`src/core/dsf_pkg.sv`:
```
// Purpose: Shared constants and types for the serial frame input block.
// Assumes: A single system clock of 20 MHz samples all link pins.
// Notes:   Counts, depth and reset codes of the block are named here once; bit widths such as 15:0 stay literal.
package dsf_pkg;
    // Width of the input shift register and of one applied word.
    localparam int WORD_W = 16;
    // Edge count at which a complete word has been shifted in.
    localparam logic [4:0] FULL_EDGES = 5'h10;
    // Edges below this count at frame end mean the frame is aborted.
    localparam logic [4:0] ABORT_EDGES = 5'h0F;
    // Depth of the word buffer between the link and the user side.
    localparam int FIFO_DEPTH = 32;
    // Reset value of the shift register.
    localparam logic [15:0] SHIFT_RST = 16'h0000;
    // Reset value of the falling edge counter.
    localparam logic [4:0] COUNT_RST = 5'h00;
    // Top code of the falling edge counter; it holds there instead of wrapping.
    localparam logic [4:0] COUNT_SAT = 5'h1F;
    // Reset value of the three-stage pin synchronisers.
    localparam logic [2:0] SYNC_RST_HI = 3'h7;
    localparam logic [2:0] SYNC_RST_LO = 3'h0;

    // One applied word together with a late-frame flag.
    typedef struct packed {
        logic [15:0] data;   // Captured word.
        logic        late;   // Frame ran past sixteen edges (chained data).
    } dsf_word_t;

    // Frame tracking states.
    typedef enum logic [0:0] {
        DSF_IDLE  = 1'b0,
        DSF_FRAME = 1'b1
    } dsf_state_t;
endpackage

```
`src/core/dsf_fifo.sv`:
```
// Purpose: Small synchronous FIFO for applied words.
// Assumes: One clock; write and read may happen in the same cycle.
// Notes:   Read data comes from a register, loaded from storage when it is empty or being read.
`timescale 1ns/1ps
module dsf_fifo #(
    parameter int W     = 17,
    parameter int DEPTH = 32
) (
    // Clock and reset.
    input  wire logic         ref_clk_in,
    input  wire logic         rst_b_in,
    // Filling side.
    input  wire logic         wr_valid_in,
    output logic              wr_ready_out,
    input  wire logic [W-1:0] wr_data_in,
    // Draining side.
    output logic              rd_valid_out,
    input  wire logic         rd_ready_in,
    output logic [W-1:0]      rd_data_out
);
    localparam int AW = $clog2(DEPTH);

    logic [W-1:0] mem [DEPTH];  // Word storage.
    logic [AW:0]  wr_ptr;       // Write pointer with wrap bit.
    logic [AW:0]  rd_ptr;       // Read pointer of the next word to load.
    logic         out_full;     // Output register holds a word.

    wire logic [AW:0] count   = wr_ptr - rd_ptr;
    wire logic        empty   = (count == '0);
    wire logic        full    = (count == (AW+1)'(DEPTH));
    wire logic        do_wr   = wr_valid_in && !full;
    // The output register reloads whenever storage holds a word and the register is empty or being drained.
    wire logic        do_load = !empty && (!out_full || rd_ready_in);
    wire logic        do_drop = out_full && rd_ready_in && empty;

    assign wr_ready_out = !full;
    assign rd_valid_out = out_full;

    // Storage write; no reset needed for data.
    always_ff @(posedge ref_clk_in) begin
        if (do_wr) begin
            mem[wr_ptr[AW-1:0]] <= wr_data_in;
        end
    end

    // Pointers and registered read data.
    always_ff @(posedge ref_clk_in or negedge rst_b_in) begin
        if (!rst_b_in) begin
            wr_ptr      <= '0;
            rd_ptr      <= '0;
            out_full    <= 1'b0;
            rd_data_out <= '0;
        end else begin
            if (do_wr) begin
                wr_ptr <= wr_ptr + 1'b1;
            end
            if (do_load) begin
                rd_data_out <= mem[rd_ptr[AW-1:0]];
                rd_ptr      <= rd_ptr + 1'b1;
                out_full    <= 1'b1;
            end else if (do_drop) begin
                out_full <= 1'b0;
            end
        end
    end
endmodule

```
`src/core/dsf_frame_input.sv`:
```
// Purpose: Serial write port: captures 16-bit frames from a three-wire link.
// Assumes: Link pins are asynchronous to ref_clk_in; the link clock is far
//          slower than the system clock (at least four samples per phase).
// Notes:   Applied words go out through a 32-word FIFO with back-pressure.
`timescale 1ns/1ps
module dsf_frame_input (
    // Clock and reset.
    input  wire logic        ref_clk_in,
    input  wire logic        rst_b_in,
    // Serial link pins.
    input  wire logic        frame_sel_b_in,
    input  wire logic        link_clk_in,
    input  wire logic        link_data_in,
    output logic             chain_data_out,
    output logic             chain_valid_out,
    // Applied word stream.
    output logic             word_valid_out,
    input  wire logic        word_ready_in,
    output dsf_pkg::dsf_word_t word_out,
    // Status.
    output logic             word_lost_out,
    output logic             frame_active_out
);
    // Three-stage synchronisers; a change counts when stages two and three agree.
    logic [2:0] sel_sync;           // Frame-select samples.
    logic [2:0] clk_sync;           // Link clock samples.
    logic [2:0] dat_sync;           // Data samples.
    logic       sel_stable;         // Filtered frame-select level.
    logic       clk_stable;         // Filtered link clock level.

    dsf_pkg::dsf_state_t state;     // Frame tracking state.
    logic [15:0] shift_reg;         // Input shift register.
    logic [4:0]  edge_cnt;          // Falling edges seen, saturating.
    logic        chain_bit;         // Bit leaving the far end.

    // Agreement of the last two stages filters single-sample glitches.
    wire logic sel_agree = (sel_sync[1] == sel_sync[2]);
    wire logic clk_agree = (clk_sync[1] == clk_sync[2]);
    wire logic sel_fall  = sel_agree && sel_stable && !sel_sync[2];
    wire logic sel_rise  = sel_agree && !sel_stable && sel_sync[2];
    wire logic clk_fall  = clk_agree && clk_stable && !clk_sync[2];
    wire logic in_frame  = (state == dsf_pkg::DSF_FRAME);
    wire logic shift_now = in_frame && clk_fall;
    wire logic is_full   = (edge_cnt >= dsf_pkg::FULL_EDGES);
    // An edge landing in the same cycle as the rise is not counted; the
    // host must keep its setup time before raising frame-select.
    wire logic apply_now = in_frame && sel_rise && is_full;
    wire logic fifo_ready;
    // The count runs on past sixteen so that late frames and the chain output
    // can be told apart; it stops at the top code, because a wrap would make
    // a very long frame look short again.
    wire logic [4:0] next_edge_cnt = (edge_cnt == dsf_pkg::COUNT_SAT) ? edge_cnt
                                                                      : edge_cnt + 5'h01;

    // Word handed to the buffer, with the late flag beside it.
    dsf_pkg::dsf_word_t next_word;
    assign next_word = '{data: shift_reg, late: (edge_cnt > dsf_pkg::FULL_EDGES)};

    // Synchronisers run freely; the link clock is sampled like any pin.
    always_ff @(posedge ref_clk_in or negedge rst_b_in) begin
        if (!rst_b_in) begin
            sel_sync <= dsf_pkg::SYNC_RST_HI;
            clk_sync <= dsf_pkg::SYNC_RST_HI;
            dat_sync <= dsf_pkg::SYNC_RST_LO;
        end else begin
            sel_sync <= {sel_sync[1:0], frame_sel_b_in};
            clk_sync <= {clk_sync[1:0], link_clk_in};
            dat_sync <= {dat_sync[1:0], link_data_in};
        end
    end

    // Filtered levels follow only once two stages agree.
    always_ff @(posedge ref_clk_in or negedge rst_b_in) begin
        if (!rst_b_in) begin
            sel_stable <= 1'b1;
            clk_stable <= 1'b1;
        end else begin
            if (sel_agree) begin
                sel_stable <= sel_sync[2];
            end
            if (clk_agree) begin
                clk_stable <= clk_sync[2];
            end
        end
    end

    // Frame state: a falling frame-select opens a frame, a rise closes it.
    always_ff @(posedge ref_clk_in or negedge rst_b_in) begin
        if (!rst_b_in) begin
            state <= dsf_pkg::DSF_IDLE;
        end else begin
            unique case (state)
                dsf_pkg::DSF_IDLE: begin
                    if (sel_fall) begin
                        state <= dsf_pkg::DSF_FRAME;
                    end
                end
                dsf_pkg::DSF_FRAME: begin
                    if (sel_rise) begin
                        state <= dsf_pkg::DSF_IDLE;
                    end
                end
            endcase
        end
    end

    // Shift register and edge counter.
    always_ff @(posedge ref_clk_in or negedge rst_b_in) begin
        if (!rst_b_in) begin
            shift_reg <= dsf_pkg::SHIFT_RST;
            edge_cnt  <= dsf_pkg::COUNT_RST;
            chain_bit <= 1'b0;
        end else if (sel_fall && !in_frame) begin
            edge_cnt <= dsf_pkg::COUNT_RST;
        end else if (shift_now) begin
            shift_reg <= {shift_reg[14:0], dat_sync[2]};
            chain_bit <= shift_reg[15];
            edge_cnt  <= next_edge_cnt;
        end
    end

    assign chain_valid_out  = in_frame && (edge_cnt > dsf_pkg::FULL_EDGES);
    assign chain_data_out   = chain_valid_out & chain_bit;
    assign frame_active_out = in_frame;

    // Lost-word flag: set wins over nothing; cleared at the next frame start.
    always_ff @(posedge ref_clk_in or negedge rst_b_in) begin
        if (!rst_b_in) begin
            word_lost_out <= 1'b0;
        end else if (apply_now && !fifo_ready) begin
            word_lost_out <= 1'b1;
        end else if (sel_fall && !in_frame) begin
            word_lost_out <= 1'b0;
        end
    end

    // apply on rise; short frames never push
    dsf_fifo #(
        .W     ($bits(dsf_pkg::dsf_word_t)),
        .DEPTH (dsf_pkg::FIFO_DEPTH)
    ) u_fifo (
        .ref_clk_in   (ref_clk_in),
        .rst_b_in     (rst_b_in),
        .wr_valid_in  (apply_now),
        .wr_ready_out (fifo_ready),
        .wr_data_in   (next_word),
        .rd_valid_out (word_valid_out),
        .rd_ready_in  (word_ready_in),
        .rd_data_out  (word_out)
    );

    // Assertions next to the logic they guard.
    // An aborted frame must not reach an empty stream; a push would show as
    // a valid word two cycles on (write, then load of the output register).
    // abort stays silent
    a_abort_no_push: assert property (
        @(posedge ref_clk_in) disable iff (!rst_b_in)
        (in_frame && sel_rise && edge_cnt < dsf_pkg::ABORT_EDGES && !word_valid_out)
            |-> ##2 !word_valid_out
    ) else $error("Aborted frame pushed a word.");

    // The buffer writes at the first edge and loads its output at the second.
    // complete frame applies
    a_full_applies: assert property (
        @(posedge ref_clk_in) disable iff (!rst_b_in)
        (in_frame && sel_rise && is_full && fifo_ready) |-> ##2 word_valid_out
    ) else $error("Complete frame was not applied.");

    a_chain_quiet: assert property (
        @(posedge ref_clk_in) disable iff (!rst_b_in)
        (edge_cnt <= dsf_pkg::FULL_EDGES) |-> !chain_valid_out
    ) else $error("Chain output valid too early.");

    a_chain_zero: assert property (
        @(posedge ref_clk_in) disable iff (!rst_b_in)
        !chain_valid_out |-> !chain_data_out
    ) else $error("Chain data not zero while invalid.");

    a_shift_edge: assert property (
        @(posedge ref_clk_in) disable iff (!rst_b_in)
        (shift_now && edge_cnt != dsf_pkg::COUNT_SAT)
            |=> (edge_cnt == $past(edge_cnt) + 5'h01)
    ) else $error("Falling edge not counted.");

    a_count_hold: assert property (
        @(posedge ref_clk_in) disable iff (!rst_b_in)
        (in_frame && edge_cnt == dsf_pkg::COUNT_SAT) |=> (edge_cnt == dsf_pkg::COUNT_SAT)
    ) else $error("Edge counter wrapped inside a frame.");

    a_chain_far_end: assert property (
        @(posedge ref_clk_in) disable iff (!rst_b_in)
        shift_now |=> (chain_bit == $past(shift_reg[15]))
    ) else $error("Chain bit is not the far end bit.");

    a_idle_no_shift: assert property (
        @(posedge ref_clk_in) disable iff (!rst_b_in)
        (!in_frame && !sel_fall) |=> $stable(shift_reg)
    ) else $error("Shift register moved outside a frame.");

    a_frame_open: assert property (
        @(posedge ref_clk_in) disable iff (!rst_b_in)
        (sel_fall && !in_frame) |=> (in_frame && edge_cnt == dsf_pkg::COUNT_RST)
    ) else $error("Frame start did not clear the count.");

    a_frame_close: assert property (
        @(posedge ref_clk_in) disable iff (!rst_b_in)
        (in_frame && sel_rise) |=> !in_frame
    ) else $error("Frame-select rise did not end the frame.");

    a_lost_set: assert property (
        @(posedge ref_clk_in) disable iff (!rst_b_in)
        (apply_now && !fifo_ready) |=> word_lost_out
    ) else $error("Dropped word not flagged.");

    a_lost_hold: assert property (
        @(posedge ref_clk_in) disable iff (!rst_b_in)
        (word_lost_out && !(sel_fall && !in_frame)) |=> word_lost_out
    ) else $error("Lost flag cleared outside a frame start.");
endmodule

```
`config.mk`:
```
export PLATFORM = sky130hd
export DESIGN_NAME = dsf_frame_input
export DESIGN_NICKNAME = d
export VERILOG_FILES = /design/src/core/dsf_pkg.sv /design/src/core/dsf_fifo.sv /design/src/core/dsf_frame_input.sv
export SDC_FILE = /design/constraint.sdc
export NUM_CORES = 1
export LEC_CHECK = 0
export ABC_AREA = 1
export BUFFER_PORTS_ARGS = -buffer_cell sky130_fd_sc_hd__buf_2
export CAP_MARGIN = 20
export CORE_ASPECT_RATIO = 1.1
export CORE_MARGIN = 1
export CORE_UTILIZATION = 29
export DETAILED_ROUTE_END_ITERATION = 7
export PLACE_DENSITY = 0.46
export SETUP_SLACK_MARGIN = 0.02
export SLEW_MARGIN = 20
export SYNTH_ARGS = -nofsm -noshare
export SYNTH_HDL_FRONTEND = slang
export SYNTH_SLANG_ARGS = --single-unit
```
`constraint.sdc`:
```
create_clock -name ref_clk_in -period 3.82 [get_ports ref_clk_in]
set_input_delay 0.764 -clock ref_clk_in [delete_from_list [all_inputs] [get_ports ref_clk_in]]
set_output_delay 0.764 -clock ref_clk_in [all_outputs]
set_load 0.03 [all_outputs]
```
==> impl_metrics.json <==
{
  "cts_root_buf": "clkbuf_16",
  "grt_pass1_wl_um": 108000,
  "dieArea_um2": 88200,
  "ys_types": 35,
  "cellLeakagePower_nw": 11.1,
  "cp.required_ns": 4.15,
  "wirelength_um": 71400,
  "largest_reg_flops": 544,
  "worstSkewPairLatency_ns": 0.61,
  "drc": 0,
  "cts_sinks": 609,
  "wl_per_cell_um": 20.1,
  "dp_hpwl_um": 40800,
  "fin_crit_sh_pct": 78.7,
  "use_met3_pct": 2.34,
  "drt_pre_antenna_iters": 6,
  "placed_cell_area_um2": 26900,
  "maxCapViolations": 0,
  "clockBufferDepth": 3,
  "clock.fmax_mhz": 333,
  "ys_seq_area_share_pct": 71.3,
  "grt.total_usage_pct": 16.2,
  "drive_above_1_share_pct": 10.4,
  "setup_viol": 0,
  "portBuffers": 27,
  "synthesis.area_um2": 25200,
  "antenna_found_initial": 2,
  "fin_nets": 2358,
  "worst-path-max-fanout": 24,
  "cts.clk_slew.worst_paths_ns": 0.06,
  "core.rowCount": 113,
  "grt_overflow": 0,
  "grt.busiest_layer": "met2",
  "syn_inst": 2305,
  "drt_iter0_markers": 1388,
  "via_count": 16500,
  "yosysWarnings": 0,
  "hp-class": "in -> async",
  "power.density_nw_per_um2": 487,
  "cp_data_arrival_time_ns": 3.34,
  "rsz0062_at_grt": "no",
  "n_antenna_cell": 0,
  "ys_ff_latch": 609,
  "area_growth_pct": 15.3,
  "viasPerCell": 4.65,
  "htreeDepth": 3,
  "grt_pass1_vias": 16600,
  "maxSlewViolCount": 0,
  "core_um2": 86200,
  "tns_ns": 0,
  "finalHoldViolations": 0,
  "syn_area_per_cell_um2": 10.9,
  "cts_setup_buffers": 0,
  "status": "completed",
  "gp_congestion": 0.811,
  "fin_skew_ns": 0.0233,
  "ctsHoldBuffers": 0,
  "grt_util_met1_pct": 21.6,
  "start_util_pct": 29.2,
  "synth_fp_nets": 2324,
  "cts_inserted_buffers": 70,
  "timing.slew.headroom_pct": 29.5,
  "gr-usage-met2_pct": 27.3,
  "worst-setup-path-type": "reg -> reg",
  "fin_area_um2": 29100,
  "ios": 28,
  "ir_drop_mv": 0.311,
  "grt_max_degree": 183,
  "tightest_slew_ns": 1.06,
  "start_kind": "flop",
  "die_x_um": 283,
  "cts_tree": "built",
  "die_y_um": 311,
  "period_minus_slack_ns": 3.01,
  "drt.antenna.violating_nets": 0,
  "end_kind": "flop",
  "cts.repair.resized": 0
}
## cell type report
cell class / instances / area, um2
Clock buffer: 101 / 2010
Clock inverter: 27 / 171
Fill cell: 8648 / 57200
Inverter: 91 / 352
Multi-Input combinational cell: 1483 / 6480
Sequential cell: 609 / 18000
Tap cell: 1150 / 1440
Timing Repair Buffer: 84 / 619
## worst max-delay path, stage by stage, from the launching register on
cell and delay [ns]:
dfrtp_4 0.62, ha_1 0.25, inv_1 0.07, nand2_1 0.10, nand2_1 0.11, nand3_1 0.08, nand2_1 0.07, nand2_1 0.08
nor2_4 0.15, nand2_4 0.09, nand2_2 0.32, buf_4 0.46, nor3_2 0.08, buf_4 0.24
## synthesized netlist by cell type
cell	count	area (um2)
nor3_2	1	10.0
xnor2_1	4	35.0
buf_2	45	225
nand4_1	2	12.5
nand3_1	241	1210
a221oi_1	1	8.76
nor2_1	214	803
and3_1	2	12.5
and2_1	1	6.26
clkinv_1	4	15.0
dfstp_2	8	210
clkbuf_1	51	191
nand2_1	814	3060
xor2_1	4	35.0
nand3b_1	2	15.0
a31oi_1	1	6.26
a21oi_1	43	215
o21ai_1	17	85.1
ha_1	13	163
nor2_4	1	11.3
or2_1	1	6.26
o31ai_1	1	7.51
nand2_2	3	18.8
o21ai_0	82	410
inv_1	84	315
buf_4	11	82.6
buf_1	11	41.3
nand3_2	1	10.0
dfrtp_1	57	1430
edfxtp_1	544	16300
buf_6	4	45.0
nor3_4	1	16.3
nor3_1	32	160
inv_2	3	11.3
nand2_4	1	11.3
## through the flow
step                      instances  hold slack, ns  setup WS (ns)  power [mW]  util, %
after floorplan                2305           0.331          0.152        7.69        -
after global placement         3417           0.341          0.833        7.91     31.2
after detailed placement       3417           0.338          0.844        7.92     31.2
after CTS                      3545           0.222          0.842        14.4     33.7
after global routing           3545           0.236          0.607        14.6     33.7
final                          3545           0.255          0.815        14.2     33.7
## path summary, 6_finish.rpt
| path | from | end | slack (ns) | cells after the start |
|---|---|---|---|---|
| min in group ref_clk_in | frame_sel_b_in | sel_sync[0] | 0.27 | 1 |
| max in group asynchronous | rst_b_in | u_fifo.rd_data_out[0] | 2.82 | 2 |
| worst max-delay path | u_fifo.rd_ptr[0] | u_fifo.mem[25][3] | 0.81 | 13 |
| worst max register to register | u_fifo.rd_ptr[0] | u_fifo.mem[25][3] | 0.81 | 13 |
| worst min register to register | dat_sync[1] | dat_sync[2] | 0.35 | 0 |
| worst min-delay path | rst_b_in | edge_cnt[1] | 0.25 | 1 |
## cell families (layout without fill, tap and decap cells)
logic type      count (synthesis)  count (layout)  synth area share [%]
buf+inv                       213             303                  3.68
fa+ha+maj                      13              13                 0.645
flops                         609             609                  71.3
simple gates                 1317            1317                  21.2
compound gates                145             145                  2.91
xor+xnor                        8               8                 0.278
## placed cells by master, fill, tap and decap left out, drive strengths merged, types with 2 or more instances in the layout
master | Yosys | final
clkbuf | 51 | 101
a21oi | 43 | 43
dfrtp | 57 | 57
inv | 87 | 92
nand4 | 2 | 2
nor2 | 215 | 215
nand3 | 242 | 242
nor3 | 34 | 34
clkinv | 4 | 24
and3 | 2 | 2
o21ai | 99 | 99
xor2 | 4 | 4
ha | 13 | 13
buf | 71 | 84
nand3b | 2 | 2
xnor2 | 4 | 4
edfxtp | 544 | 544
nand2 | 818 | 818
dfstp | 8 | 8
## routing by layer
layer | up-vias | routed length (um)
met4 | 0 | 1630
li1 | 7854 | -
met1 | 8168 | 31500
met5 | - | 0
met2 | 369 | 34900
met3 | 85 | 3340
## power by group
part	switching (mW)	leakage [nW]	total, mW	internal (mW)
sequential	0.195	6.00	7.57	7.37
clock	2.66	1.07	6.39	3.73
combinational	0.163	3.99	0.210	0.0474
total	3.02	11.1	14.2	11.1
No activity file was read; power rests on OpenSTA's default activity.
